**config.mk**
```make
export PLATFORM = sky130hd
export DESIGN_NAME = hsfr_top
export DESIGN_NICKNAME = d
export VERILOG_FILES = /design/src/inc/hsfr_pkg.sv /design/src/logic/hsfr_sync.sv /design/src/logic/hsfr_axil.sv /design/src/logic/hsfr_top.sv
export SDC_FILE = /design/constraint.sdc
export NUM_CORES = 1
export LEC_CHECK = 0
export BUFFER_PORTS_ARGS = -buffer_cell sky130_fd_sc_hd__clkbuf_2
export CORE_AREA = 8 8 158 160
export DETAILED_ROUTE_END_ITERATION = 8
export DIE_AREA = 0 0 166 168
export MAX_ROUTING_LAYER = met4
export PLACE_DENSITY_LB_ADDON = 0.2
export SYNTH_ARGS = -nofsm -noshare
export SYNTH_HDL_FRONTEND = slang
export SYNTH_SLANG_ARGS = --single-unit
```
**constraint.sdc**
```tcl
create_clock -name clk -period 2.6 [get_ports clk]
set_input_delay 0 -clock clk [delete_from_list [all_inputs] [get_ports clk]]
set_output_delay 0 -clock clk [all_outputs]
set_load 0.01 [all_outputs]
```
**src/inc/hsfr_pkg.sv**
```systemverilog
package hsfr_pkg;

  localparam int          NCH          = 2;
  localparam int          ADDR_W       = 8;
  localparam int          DATA_W       = 32;
  localparam int          CMP_W        = 7;

  localparam logic [7:0]  OFF_CTRL     = 8'h00;
  localparam logic [7:0]  OFF_STATUS   = 8'h04;
  localparam logic [7:0]  OFF_INT_STAT = 8'h08;
  localparam logic [7:0]  OFF_INT_MASK = 8'h0c;

  // control: tracking enable, then one software disable bit per channel
  localparam int          CTRL_TRACK   = 0;
  localparam int          CTRL_DIS_LSB = 1;
  localparam int          CTRL_W       = 3;
  localparam logic [2:0]  CTRL_RESET   = 3'h0;

  // status: one byte per channel, retry counters in the upper half
  localparam int          STAT_CH_W    = 8;
  localparam int          STAT_CNT_LSB = 16;

  // interrupt layout: timeout, severe trip, power good rising, one bit per channel each
  localparam int          INT_TMO_LSB  = 0;
  localparam int          INT_SEV_LSB  = 2;
  localparam int          INT_PGD_LSB  = 4;
  localparam int          INT_W        = 6;
  localparam logic [5:0]  INT_RESET    = 6'h00;

  localparam int          CNT_W        = 7;
  localparam logic [6:0]  RETRY_WAITS  = 7'h40;

  localparam logic [1:0]  RESP_OKAY    = 2'h0;
  localparam logic [1:0]  RESP_SLVERR  = 2'h2;

  typedef enum logic [2:0] {
    ST_OFF,
    ST_RAMP,
    ST_ON,
    ST_LATCHED,
    ST_WAIT_DIS,
    ST_WAIT_CHG
  } hsfr_state_e;

  // comparator and pin inputs of one channel
  typedef struct packed {
    logic enableN;
    logic overcurrentDetect;
    logic severeOvercurrent;
    logic timerDone;
    logic timerLow;
    logic rampDone;
    logic undervoltSense;
  } hsfr_cmp_s;

  // on/off controls and status pins of one channel
  typedef struct packed {
    logic gateDrive;
    logic gatePulldown;
    logic rampCharge;
    logic timerCharge;
    logic faultFlagN;
    logic powerGoodN;
  } hsfr_drv_s;

  function automatic logic reg_hit(input logic [7:0] a);
    reg_hit = (a == OFF_CTRL) || (a == OFF_STATUS) || (a == OFF_INT_STAT) || (a == OFF_INT_MASK);
  endfunction : reg_hit

endpackage : hsfr_pkg

```
**src/logic/hsfr_sync.sv**
```systemverilog
`timescale 1ns/10ps
module hsfr_sync #(
  parameter int W = 1
) (
  input  wire logic         clk,
  input  wire logic         rstn,
  input  wire logic [W-1:0] din,
  output logic      [W-1:0] dout
);

  logic [W-1:0] stage1;

  // two flops per bit; the first stage feeds only the second
  genvar b;
  for (b = 0; b < W; b++) begin : g_bit
    always_ff @(posedge clk or negedge rstn) begin
      if (!rstn) begin
        stage1[b] <= 1'b0;
        dout[b]   <= 1'b0;
      end else begin
        stage1[b] <= din[b];
        dout[b]   <= stage1[b];
      end
    end
  end

endmodule : hsfr_sync

```
**src/logic/hsfr_axil.sv**
```systemverilog
`timescale 1ns/10ps
module hsfr_axil (
  input  wire logic                         clk,
  input  wire logic                         rstn,
  input  wire logic [hsfr_pkg::ADDR_W-1:0]  s_axi_awaddr,
  input  wire logic                         s_axi_awvalid,
  output logic                              s_axi_awready,
  input  wire logic [hsfr_pkg::DATA_W-1:0]  s_axi_wdata,
  input  wire logic [3:0]                   s_axi_wstrb,
  input  wire logic                         s_axi_wvalid,
  output logic                              s_axi_wready,
  output logic [1:0]                        s_axi_bresp,
  output logic                              s_axi_bvalid,
  input  wire logic                         s_axi_bready,
  input  wire logic [hsfr_pkg::ADDR_W-1:0]  s_axi_araddr,
  input  wire logic                         s_axi_arvalid,
  output logic                              s_axi_arready,
  output logic [hsfr_pkg::DATA_W-1:0]       s_axi_rdata,
  output logic [1:0]                        s_axi_rresp,
  output logic                              s_axi_rvalid,
  input  wire logic                         s_axi_rready,
  input  wire logic [hsfr_pkg::DATA_W-1:0]  rdData,
  output logic                              wrEn,
  output logic [hsfr_pkg::ADDR_W-1:0]       wrAddr,
  output logic [hsfr_pkg::DATA_W-1:0]       wrData,
  output logic [3:0]                        wrStrb
);

  logic                        awHeld, next_awHeld, wHeld, next_wHeld;
  logic [hsfr_pkg::ADDR_W-1:0] awAddr, next_awAddr, next_wrAddr;
  logic [hsfr_pkg::DATA_W-1:0] wData, next_wData, next_wrData, next_rdata;
  logic [3:0]                  wStrb, next_wStrb, next_wrStrb;
  logic                        next_awready, next_wready, next_bvalid, next_arready, next_rvalid, next_wrEn;
  logic [1:0]                  next_bresp, next_rresp;

  always_comb begin
    next_awHeld = awHeld;
    next_awAddr = awAddr;
    next_wHeld  = wHeld;
    next_wData  = wData;
    next_wStrb  = wStrb;
    next_bvalid = s_axi_bvalid;
    next_bresp  = s_axi_bresp;
    next_wrEn   = 1'b0;
    next_wrAddr = wrAddr;
    next_wrData = wrData;
    next_wrStrb = wrStrb;
    next_rvalid = s_axi_rvalid;
    next_rdata  = s_axi_rdata;
    next_rresp  = s_axi_rresp;
    if (s_axi_bvalid && s_axi_bready) begin
      next_bvalid = 1'b0;
    end
    // address and data are taken in either order, the write issues once both are held
    if (awHeld && wHeld && !s_axi_bvalid) begin
      next_wrEn   = hsfr_pkg::reg_hit(awAddr);
      next_wrAddr = awAddr;
      next_wrData = wData;
      next_wrStrb = wStrb;
      next_bvalid = 1'b1;
      next_bresp  = hsfr_pkg::reg_hit(awAddr) ? hsfr_pkg::RESP_OKAY : hsfr_pkg::RESP_SLVERR;
      next_awHeld = 1'b0;
      next_wHeld  = 1'b0;
    end
    if (s_axi_awvalid && s_axi_awready) begin
      next_awHeld = 1'b1;
      next_awAddr = s_axi_awaddr;
    end
    if (s_axi_wvalid && s_axi_wready) begin
      next_wHeld = 1'b1;
      next_wData = s_axi_wdata;
      next_wStrb = s_axi_wstrb;
    end
    if (s_axi_rvalid && s_axi_rready) begin
      next_rvalid = 1'b0;
    end
    if (s_axi_arvalid && s_axi_arready) begin
      next_rvalid = 1'b1;
      next_rdata  = rdData;
      next_rresp  = hsfr_pkg::reg_hit(s_axi_araddr) ? hsfr_pkg::RESP_OKAY : hsfr_pkg::RESP_SLVERR;
    end
    next_awready = !next_awHeld;
    next_wready  = !next_wHeld;
    next_arready = !next_rvalid;
  end

  always_ff @(posedge clk or negedge rstn) begin
    if (!rstn) begin
      awHeld        <= 1'b0;
      awAddr        <= '0;
      wHeld         <= 1'b0;
      wData         <= '0;
      wStrb         <= 4'h0;
      s_axi_awready <= 1'b0;
      s_axi_wready  <= 1'b0;
      s_axi_bvalid  <= 1'b0;
      s_axi_bresp   <= hsfr_pkg::RESP_OKAY;
      s_axi_arready <= 1'b0;
      s_axi_rvalid  <= 1'b0;
      s_axi_rdata   <= '0;
      s_axi_rresp   <= hsfr_pkg::RESP_OKAY;
      wrEn          <= 1'b0;
      wrAddr        <= '0;
      wrData        <= '0;
      wrStrb        <= 4'h0;
    end else begin
      awHeld        <= next_awHeld;
      awAddr        <= next_awAddr;
      wHeld         <= next_wHeld;
      wData         <= next_wData;
      wStrb         <= next_wStrb;
      s_axi_awready <= next_awready;
      s_axi_wready  <= next_wready;
      s_axi_bvalid  <= next_bvalid;
      s_axi_bresp   <= next_bresp;
      s_axi_arready <= next_arready;
      s_axi_rvalid  <= next_rvalid;
      s_axi_rdata   <= next_rdata;
      s_axi_rresp   <= next_rresp;
      wrEn          <= next_wrEn;
      wrAddr        <= next_wrAddr;
      wrData        <= next_wrData;
      wrStrb        <= next_wrStrb;
    end
  end

endmodule : hsfr_axil

```
**src/logic/hsfr_top.sv**
```systemverilog
`timescale 1ns/10ps
module hsfr_top #(
  parameter logic [hsfr_pkg::CNT_W-1:0] RETRY_WAITS = hsfr_pkg::RETRY_WAITS
) (
  input  wire logic                                    clk,
  input  wire logic                                    rstn,
  input  wire logic                                    porOk,
  input  wire logic                                    restartPolicySel,
  input  wire hsfr_pkg::hsfr_cmp_s [hsfr_pkg::NCH-1:0] chIn,
  output hsfr_pkg::hsfr_drv_s      [hsfr_pkg::NCH-1:0] chOut,
  output logic                                         irq,
  input  wire logic [hsfr_pkg::ADDR_W-1:0]             s_axi_awaddr,
  input  wire logic                                    s_axi_awvalid,
  output logic                                         s_axi_awready,
  input  wire logic [hsfr_pkg::DATA_W-1:0]             s_axi_wdata,
  input  wire logic [3:0]                              s_axi_wstrb,
  input  wire logic                                    s_axi_wvalid,
  output logic                                         s_axi_wready,
  output logic [1:0]                                   s_axi_bresp,
  output logic                                         s_axi_bvalid,
  input  wire logic                                    s_axi_bready,
  input  wire logic [hsfr_pkg::ADDR_W-1:0]             s_axi_araddr,
  input  wire logic                                    s_axi_arvalid,
  output logic                                         s_axi_arready,
  output logic [hsfr_pkg::DATA_W-1:0]                  s_axi_rdata,
  output logic [1:0]                                   s_axi_rresp,
  output logic                                         s_axi_rvalid,
  input  wire logic                                    s_axi_rready
);

  localparam int NCH = hsfr_pkg::NCH;
  localparam int SW  = NCH * hsfr_pkg::CMP_W + 2;

  hsfr_pkg::hsfr_cmp_s [NCH-1:0]         cmp;
  logic                                  porSync, policySync;
  hsfr_pkg::hsfr_state_e                 st [NCH];
  logic [hsfr_pkg::CNT_W-1:0]            waits [NCH];
  logic [NCH-1:0]                        evTmo, evSev, evPgd, enOk;
  logic [hsfr_pkg::CTRL_W-1:0]           ctrl, next_ctrl;
  logic [hsfr_pkg::INT_W-1:0]            intStat, next_intStat, intMask, next_intMask, intSet, intClr;
  logic                                  next_irq;
  logic [hsfr_pkg::DATA_W-1:0]           rdData;
  logic                                  wrEn;
  logic [hsfr_pkg::ADDR_W-1:0]           wrAddr;
  logic [hsfr_pkg::DATA_W-1:0]           wrData;
  logic [3:0]                            wrStrb;
  logic                                  trackEn;

  hsfr_sync #(
    .W (SW)
  ) u_sync (
    .clk  (clk),
    .rstn (rstn),
    .din  ({porOk, restartPolicySel, chIn}),
    .dout ({porSync, policySync, cmp})
  );

  hsfr_axil u_axil (
    .clk           (clk),
    .rstn          (rstn),
    .s_axi_awaddr  (s_axi_awaddr),
    .s_axi_awvalid (s_axi_awvalid),
    .s_axi_awready (s_axi_awready),
    .s_axi_wdata   (s_axi_wdata),
    .s_axi_wstrb   (s_axi_wstrb),
    .s_axi_wvalid  (s_axi_wvalid),
    .s_axi_wready  (s_axi_wready),
    .s_axi_bresp   (s_axi_bresp),
    .s_axi_bvalid  (s_axi_bvalid),
    .s_axi_bready  (s_axi_bready),
    .s_axi_araddr  (s_axi_araddr),
    .s_axi_arvalid (s_axi_arvalid),
    .s_axi_arready (s_axi_arready),
    .s_axi_rdata   (s_axi_rdata),
    .s_axi_rresp   (s_axi_rresp),
    .s_axi_rvalid  (s_axi_rvalid),
    .s_axi_rready  (s_axi_rready),
    .rdData        (rdData),
    .wrEn          (wrEn),
    .wrAddr        (wrAddr),
    .wrData        (wrData),
    .wrStrb        (wrStrb)
  );

  assign trackEn = ctrl[hsfr_pkg::CTRL_TRACK];

  genvar i;
  for (i = 0; i < NCH; i++) begin : g_ch
    hsfr_pkg::hsfr_state_e      next_st;
    logic [hsfr_pkg::CNT_W-1:0] next_waits;
    hsfr_pkg::hsfr_drv_s        next_out;
    logic                       sevPrev, otherDown, sevEdge, next_tmo, next_run;

    // shared enable in tracking mode follows channel 0's pin
    assign enOk[i]   = porSync && !(trackEn ? cmp[0].enableN : cmp[i].enableN)
                       && !ctrl[hsfr_pkg::CTRL_DIS_LSB + i];
    assign otherDown = trackEn && (st[NCH-1-i] == hsfr_pkg::ST_LATCHED);
    assign sevEdge   = cmp[i].severeOvercurrent && !sevPrev;

    always_comb begin
      next_st    = st[i];
      next_waits = waits[i];
      next_tmo   = 1'b0;
      case (st[i])
        hsfr_pkg::ST_OFF: begin
          if (enOk[i]) begin
            next_st = hsfr_pkg::ST_RAMP;
          end
        end
        hsfr_pkg::ST_RAMP: begin
          if (cmp[i].rampDone) begin
            next_st = hsfr_pkg::ST_ON;
          end
        end
        hsfr_pkg::ST_ON: begin
          if (cmp[i].overcurrentDetect && cmp[i].timerDone) begin
            next_tmo   = 1'b1;
            next_waits = '0;
            next_st    = (policySync || trackEn) ? hsfr_pkg::ST_LATCHED : hsfr_pkg::ST_WAIT_DIS;
          end
        end
        hsfr_pkg::ST_LATCHED: begin
          next_st = hsfr_pkg::ST_LATCHED;
        end
        hsfr_pkg::ST_WAIT_DIS: begin
          if (cmp[i].timerLow) begin
            if (waits[i] == RETRY_WAITS) begin
              next_st    = hsfr_pkg::ST_RAMP;
              next_waits = '0;
            end else begin
              next_st = hsfr_pkg::ST_WAIT_CHG;
            end
          end
        end
        hsfr_pkg::ST_WAIT_CHG: begin
          if (cmp[i].timerDone) begin
            next_st    = hsfr_pkg::ST_WAIT_DIS;
            next_waits = waits[i] + 7'h01;
          end
        end
        default: begin
          next_st = hsfr_pkg::ST_OFF;
        end
      endcase
      if (otherDown && (st[i] == hsfr_pkg::ST_RAMP || st[i] == hsfr_pkg::ST_ON)) begin
        next_st = hsfr_pkg::ST_LATCHED;
      end
      if (!enOk[i]) begin
        next_st    = hsfr_pkg::ST_OFF;
        next_waits = '0;
        next_tmo   = 1'b0;
      end
      next_run              = (next_st == hsfr_pkg::ST_RAMP) || (next_st == hsfr_pkg::ST_ON);
      next_out.gateDrive    = next_run;
      next_out.rampCharge   = next_run;
      next_out.gatePulldown = next_run && sevEdge;
      next_out.timerCharge  = ((next_st == hsfr_pkg::ST_ON) && cmp[i].overcurrentDetect)
                              || (next_st == hsfr_pkg::ST_WAIT_CHG);
      next_out.faultFlagN   = (next_st == hsfr_pkg::ST_OFF) || next_run;
      next_out.powerGoodN   = !cmp[i].undervoltSense;
    end

    always_ff @(posedge clk or negedge rstn) begin
      if (!rstn) begin
        st[i]    <= hsfr_pkg::ST_OFF;
        waits[i] <= '0;
        sevPrev  <= 1'b0;
        evTmo[i] <= 1'b0;
        evSev[i] <= 1'b0;
        evPgd[i] <= 1'b0;
        chOut[i] <= '{gateDrive: 1'b0, gatePulldown: 1'b0, rampCharge: 1'b0, timerCharge: 1'b0,
                      faultFlagN: 1'b1, powerGoodN: 1'b1};
      end else begin
        st[i]    <= next_st;
        waits[i] <= next_waits;
        sevPrev  <= cmp[i].severeOvercurrent;
        evTmo[i] <= next_tmo;
        evSev[i] <= next_out.gatePulldown;
        evPgd[i] <= chOut[i].powerGoodN && !next_out.powerGoodN;
        chOut[i] <= next_out;
      end
    end

    property p_por_hold;
      @(posedge clk) disable iff (!rstn)
      !porSync |=> (st[i] == hsfr_pkg::ST_OFF) && !chOut[i].gateDrive && !chOut[i].rampCharge
                   && !chOut[i].timerCharge;
    endproperty
    a_por_hold: assert property (p_por_hold) else $error("channel not held off without bias");

    property p_ramp_timer;
      @(posedge clk) disable iff (!rstn)
      (st[i] == hsfr_pkg::ST_RAMP) |-> chOut[i].gateDrive && !chOut[i].timerCharge && chOut[i].faultFlagN;
    endproperty
    a_ramp_timer: assert property (p_ramp_timer) else $error("timer or fault active during ramp");

    property p_pgood;
      @(posedge clk) disable iff (!rstn)
      1'b1 |=> chOut[i].powerGoodN == !$past(cmp[i].undervoltSense);
    endproperty
    a_pgood: assert property (p_pgood) else $error("power good does not follow comparator");

    property p_oc_timer;
      @(posedge clk) disable iff (!rstn)
      (st[i] == hsfr_pkg::ST_ON) && enOk[i] && !otherDown && !cmp[i].timerDone
      |=> chOut[i].timerCharge == $past(cmp[i].overcurrentDetect) && chOut[i].gateDrive;
    endproperty
    a_oc_timer: assert property (p_oc_timer) else $error("timer does not follow overcurrent");

    property p_timeout;
      @(posedge clk) disable iff (!rstn)
      (st[i] == hsfr_pkg::ST_ON) && enOk[i] && cmp[i].overcurrentDetect && cmp[i].timerDone
      |=> !chOut[i].gateDrive && !chOut[i].rampCharge && !chOut[i].faultFlagN;
    endproperty
    a_timeout: assert property (p_timeout) else $error("timeout did not shut the channel");

    property p_latch;
      @(posedge clk) disable iff (!rstn)
      (st[i] == hsfr_pkg::ST_LATCHED) && enOk[i] |=> (st[i] == hsfr_pkg::ST_LATCHED) && !chOut[i].gateDrive;
    endproperty
    a_latch: assert property (p_latch) else $error("latched channel restarted while enabled");

    property p_retry;
      @(posedge clk) disable iff (!rstn)
      (st[i] == hsfr_pkg::ST_WAIT_DIS) && cmp[i].timerLow && (waits[i] == RETRY_WAITS) && enOk[i]
      |=> (st[i] == hsfr_pkg::ST_RAMP) && chOut[i].faultFlagN && chOut[i].gateDrive;
    endproperty
    a_retry: assert property (p_retry) else $error("retry not started after the wait cycles");

    property p_wait_early;
      @(posedge clk) disable iff (!rstn)
      (st[i] == hsfr_pkg::ST_WAIT_DIS) && (waits[i] != RETRY_WAITS) |=> !chOut[i].gateDrive;
    endproperty
    a_wait_early: assert property (p_wait_early) else $error("retry started before the wait ended");

    property p_severe;
      @(posedge clk) disable iff (!rstn)
      $rose(chOut[i].gatePulldown) |=> !chOut[i].gatePulldown;
    endproperty
    a_severe: assert property (p_severe) else $error("severe pulldown held longer than one cycle");

    property p_ramp_held;
      @(posedge clk) disable iff (!rstn)
      (st[i] == hsfr_pkg::ST_ON) |-> chOut[i].rampCharge && chOut[i].gateDrive;
    endproperty
    a_ramp_held: assert property (p_ramp_held) else $error("ramp not held charged when on");
  end

  property p_track;
    @(posedge clk) disable iff (!rstn)
    trackEn && (st[0] == hsfr_pkg::ST_LATCHED) && (st[1] == hsfr_pkg::ST_ON) |=> !chOut[1].gateDrive;
  endproperty
  a_track: assert property (p_track) else $error("tracking channel kept running");

  // registers; sticky interrupt bits take a new event over a clear in the same cycle
  always_comb begin
    next_ctrl    = ctrl;
    next_intMask = intMask;
    intClr       = '0;
    intSet       = '0;
    intSet[hsfr_pkg::INT_TMO_LSB +: NCH] = evTmo;
    intSet[hsfr_pkg::INT_SEV_LSB +: NCH] = evSev;
    intSet[hsfr_pkg::INT_PGD_LSB +: NCH] = evPgd;
    if (wrEn && wrStrb[0]) begin
      case (wrAddr)
        hsfr_pkg::OFF_CTRL:     next_ctrl    = wrData[hsfr_pkg::CTRL_W-1:0];
        hsfr_pkg::OFF_INT_MASK: next_intMask = wrData[hsfr_pkg::INT_W-1:0];
        hsfr_pkg::OFF_INT_STAT: intClr       = wrData[hsfr_pkg::INT_W-1:0];
        default:                next_ctrl    = ctrl;
      endcase
    end
    next_intStat = (intStat & ~intClr) | intSet;
    next_irq     = |(next_intStat & next_intMask);
  end

  always_comb begin
    rdData = '0;
    case (s_axi_araddr)
      hsfr_pkg::OFF_CTRL:     rdData[hsfr_pkg::CTRL_W-1:0] = ctrl;
      hsfr_pkg::OFF_INT_STAT: rdData[hsfr_pkg::INT_W-1:0]  = intStat;
      hsfr_pkg::OFF_INT_MASK: rdData[hsfr_pkg::INT_W-1:0]  = intMask;
      hsfr_pkg::OFF_STATUS: begin
        for (int c = 0; c < NCH; c++) begin
          rdData[c*hsfr_pkg::STAT_CH_W +: hsfr_pkg::STAT_CH_W] =
            {chOut[c].powerGoodN, chOut[c].faultFlagN, chOut[c].gateDrive, chOut[c].timerCharge,
             chOut[c].rampCharge, st[c]};
          rdData[hsfr_pkg::STAT_CNT_LSB + c*hsfr_pkg::STAT_CH_W +: hsfr_pkg::CNT_W] = waits[c];
        end
      end
      default: rdData = '0;
    endcase
  end

  always_ff @(posedge clk or negedge rstn) begin
    if (!rstn) begin
      ctrl    <= hsfr_pkg::CTRL_RESET;
      intStat <= hsfr_pkg::INT_RESET;
      intMask <= hsfr_pkg::INT_RESET;
      irq     <= 1'b0;
    end else begin
      ctrl    <= next_ctrl;
      intStat <= next_intStat;
      intMask <= next_intMask;
      irq     <= next_irq;
    end
  end

endmodule : hsfr_top

```
==> flow_summary_export.csv <==
group,metric,value,unit
run_status,outcome,"finished, final reports clean",
route,ant_nets,0,
route,routed-wl-met3,472,um
logic_synthesis,seq_area_frac_synth,61.74,%
sta,finalMaxSlewViolations,0,
route,remaining_drc_errors,0,
logic_synthesis,yosys.area.top_type,"dfrtp_1",
sta,setup_tns,0,ps
sta,fin_crit,2104,ps
placement,dp_hpwl,10270,um
logic_synthesis,async_reset_ff_share,100.0,%
route,wl_per_cell,15.53,um
route,drt-pass1-iter-count,5,
floorplan,boundaryPins,129,
setup_path,critPathArrivalTime,2380,ps
floorplan,dieWidth,166,um
logic_synthesis,synth_simple_gate_area_share,12.73,%
floorplan,rows,55,
logic_synthesis,postSynthAreaPerCell,12.96,um^2
sta,finalHoldViolCount,0,
run,cap_violations,0,
logic_synthesis,yosys.cell_count.top_type,"dfrtp_1",
finish,fin_area,7925,um^2
route,wl_met2,6636,um
finish,fillerInstances,2207,
finish,layout-drive-gt1-share,31.48,%
global_routing,grt_start_max_net_pins,70,
finish,area_growth,27.62,%
pwr,p_leak,3.653,nW
logic_synthesis,synth_top_family_by_area,"simple AND/OR/NAND/NOR gates",
logic_synthesis,ys_ff_latch,153,
sta,rsz0062_at_grt,"no",
logic_synthesis,synth_warnings,0,
clock_tree,cts_resized,0,
finish,diodes,0,
placement,portBuffers,95,
logic_synthesis,synth_area_leaders,"dfrtp_1, mux2_2, a22o_1, o21ai_0, dfstp_2",
pwr,irDropWorstVdd,0.4048,mV
sta,finalSetupViolCount,0,
route,vias,4163,
pwr,powerDensity,787.7,nW/um^2
global_routing,antenna_found_initial,0,
clock_tree,root_buffer,"clkbuf_16",
clock_tree,clock-sinks,153,
clock_tree,post_cts_buffers,0,
route,wl,14200,um
setup_path,critPathRequiredTime,2880,ps
logic_synthesis,synth.distinct_cells,66,
sta,fin_worst_skew,10.96,ps
logic_synthesis,synth_edf_count,0,
sta,tightest_slew,680.7,ps
clock_tree,path_clk_slew,60,ps
global_routing,grt_pass1_vias,4589,
logic_synthesis,synth-compound-area-share,11.34,%
clock_tree,cts_tree,"yes",
setup_path,cp-start-kind,"flop",
logic_synthesis,synth_xor_area_share,0.5642,%
setup_path,end_kind,"flop",
route,vias_per_cell,4.555,
floorplan,die_y,168,um
global_routing,grt_pass1_wl,24360,um
clock_tree,worstSkewPairLatency,420,ps
logic_synthesis,synthCells,479,
floorplan,dieArea,27890,um^2
placement,gp_congestion,0.7808,
logic_synthesis,synth_mux_area_share,8.926,%
logic_synthesis,synthFlopType,"dfrtp_1",
placement,place_ws,491.6,ps
floorplan,core,22370,um^2
logic_synthesis,synthTopCellsByCount,"dfrtp_1, mux2_2, a22o_1, o21ai_0, inv_1",
logic_synthesis,synthAdderAreaFrac,0.8060,%
clock_tree,cts_buffers,17,
setup_path,critical_path_class,"flop to flop",
floorplan,start_util,27.77,%
min_path,hp-class,"input port to flop",
logic_synthesis,synth_top_area_share,60.04,%
clock_tree,cts_hold_buf,35,
route,top_layer_used,"met4",
clock_tree,cts_max_path_buffers,2,
global_routing,grt_overflow_total,0,
sta,fin_ws,496.1,ps
placement,place_area,6988,um^2
sta,finalCritPeriodShare,80.92,%
setup_path,path_max_fanout,6,
global_routing,grtUsageTotal,11.08,%
route,drt-met1-wl,6885,um
sta,max_slew_margin,54.62,%
route,drt_iter0_drc,151,
clock_tree,htree_levels,4,
pwr,total_power,6.243,mW
finish,final_nets,695,
sta,fmax,0.4753,GHz
logic_synthesis,synth_area,6210,um^2
## cell type report
type	count	area (um^2)	share of cell area, %
repair buffers	139	912.1	11.51
flip-flops and latches	153	3834	48.37
clock buffers	20	446.7	5.636
inverters	23	86.33	1.089
clock inverters	12	140.1	1.768
multi-input cells	282	2150	27.12
well taps	285	356.6	4.500
## worst paths after layout
| check | start | to | slack [ps] | cells past startpoint |
|---|---|---|---|---|
| min in group asynchronous | rstn | u_sync.stage1[10] | 150 | 2 |
| setup / recovery | u_axil.wrAddr[7] | irq | 500 | 5 |
| setup reg to reg | u_axil.wrAddr[7] | irq | 500 | 5 |
| hold reg to reg | u_sync.stage1[5] | u_sync.dout[5] | 350 | 0 |
| max in group asynchronous | rstn | chOut[0] | 1610 | 3 |
| hold / removal | s_axi_wvalid | u_axil.wHeld | 50 | 3 |
## stage by stage
stage | std cells | hold WS (ps) | utilization, %
6_report | 914 | 48.35 | 35.44
5_1_grt | 914 | 103.2 | 35.44
4_1_cts | 914 | 42.81 | 35.44
3_5_place_dp | 847 | 65.73 | 31.24
3_3_place_gp | 847 | 56.22 | 31.24
2_1_floorplan | 482 | -295.6 | -
## layer usage
metal / global-route usage (%) / vias to the layer above
li1: - / 2005
met1: 13.80 / 2050
met2: 17.28 / 88
met3: 2.900 / 20
met4: 3.794 / 0
met5: - / -
## critical path: stages, from the launching register on
cell and delay, ps:
dfrtp_1 410, nor3b_2 440, nand3_1 400, mux2_2 400, a22oi_1 190, nand4_1 130
## power by group
part | internal (mW) | switching [mW]
clock network | 1.45 | 0.993
logic | 0.463 | 0.367
registers | 2.72 | 0.244
total | 4.64 | 1.61
## layout by cell type (no fill, tap or decap), types with 3 or more instances in the layout
cell type,instances
dfrtp_1,149
clkbuf_2,94
mux2_2,42
dlygate4sd3_1,35
a22o_1,25
o21ai_0,24
inv_1,23
nand2_1,22
clkbuf_16,17
nor2_1,13
nor3_1,13
nand2b_1,11
nand3_1,11
buf_4,8
a21oi_1,7
nor2b_1,7
nand4_1,7
a22oi_1,6
o31ai_1,6
nand4b_1,5
a21o_1,5
clkinv_4,5
and2_1,4
xnor2_1,4
and3_1,4
or3b_1,4
nor4_1,4
ha_1,4
conb_1,4
dfstp_2,4
nor3b_2,3
and3b_1,3
inv_6,3
## cells by family (layout without fill, tap and decap cells)
group / after synthesis / after routing
AND/OR/NAND/NOR: 129 / 129
AO/OA/AOI/OAI: 95 / 95
buffers and inverters: 47 / 194
flip-flops: 153 / 153
other: 1 / 4
XOR/XNOR: 4 / 4
adder cells (fa/ha/maj): 4 / 4
multiplexers: 46 / 46
## state kept, by name, summed over array words and instances, names as in the netlist, 2 cells and up
| signal | count |
|---|---|
| u_sync.dout | 16 |
| u_axil.wData | 6 |
| u_axil.s_axi_rdata | 29 |
| chOut | 8 |
| u_axil.wrAddr | 8 |
| ctrl | 3 |
| evSev | 2 |
| st | 6 |
| evPgd | 2 |
| evTmo | 2 |
| g_ch.sevPrev | 2 |
| waits | 14 |
| intMask | 6 |
| u_axil.awAddr | 8 |
| u_sync.stage1 | 16 |
| u_axil.wrData | 6 |
| intStat | 6 |
Power figures use the tool's default switching activity.
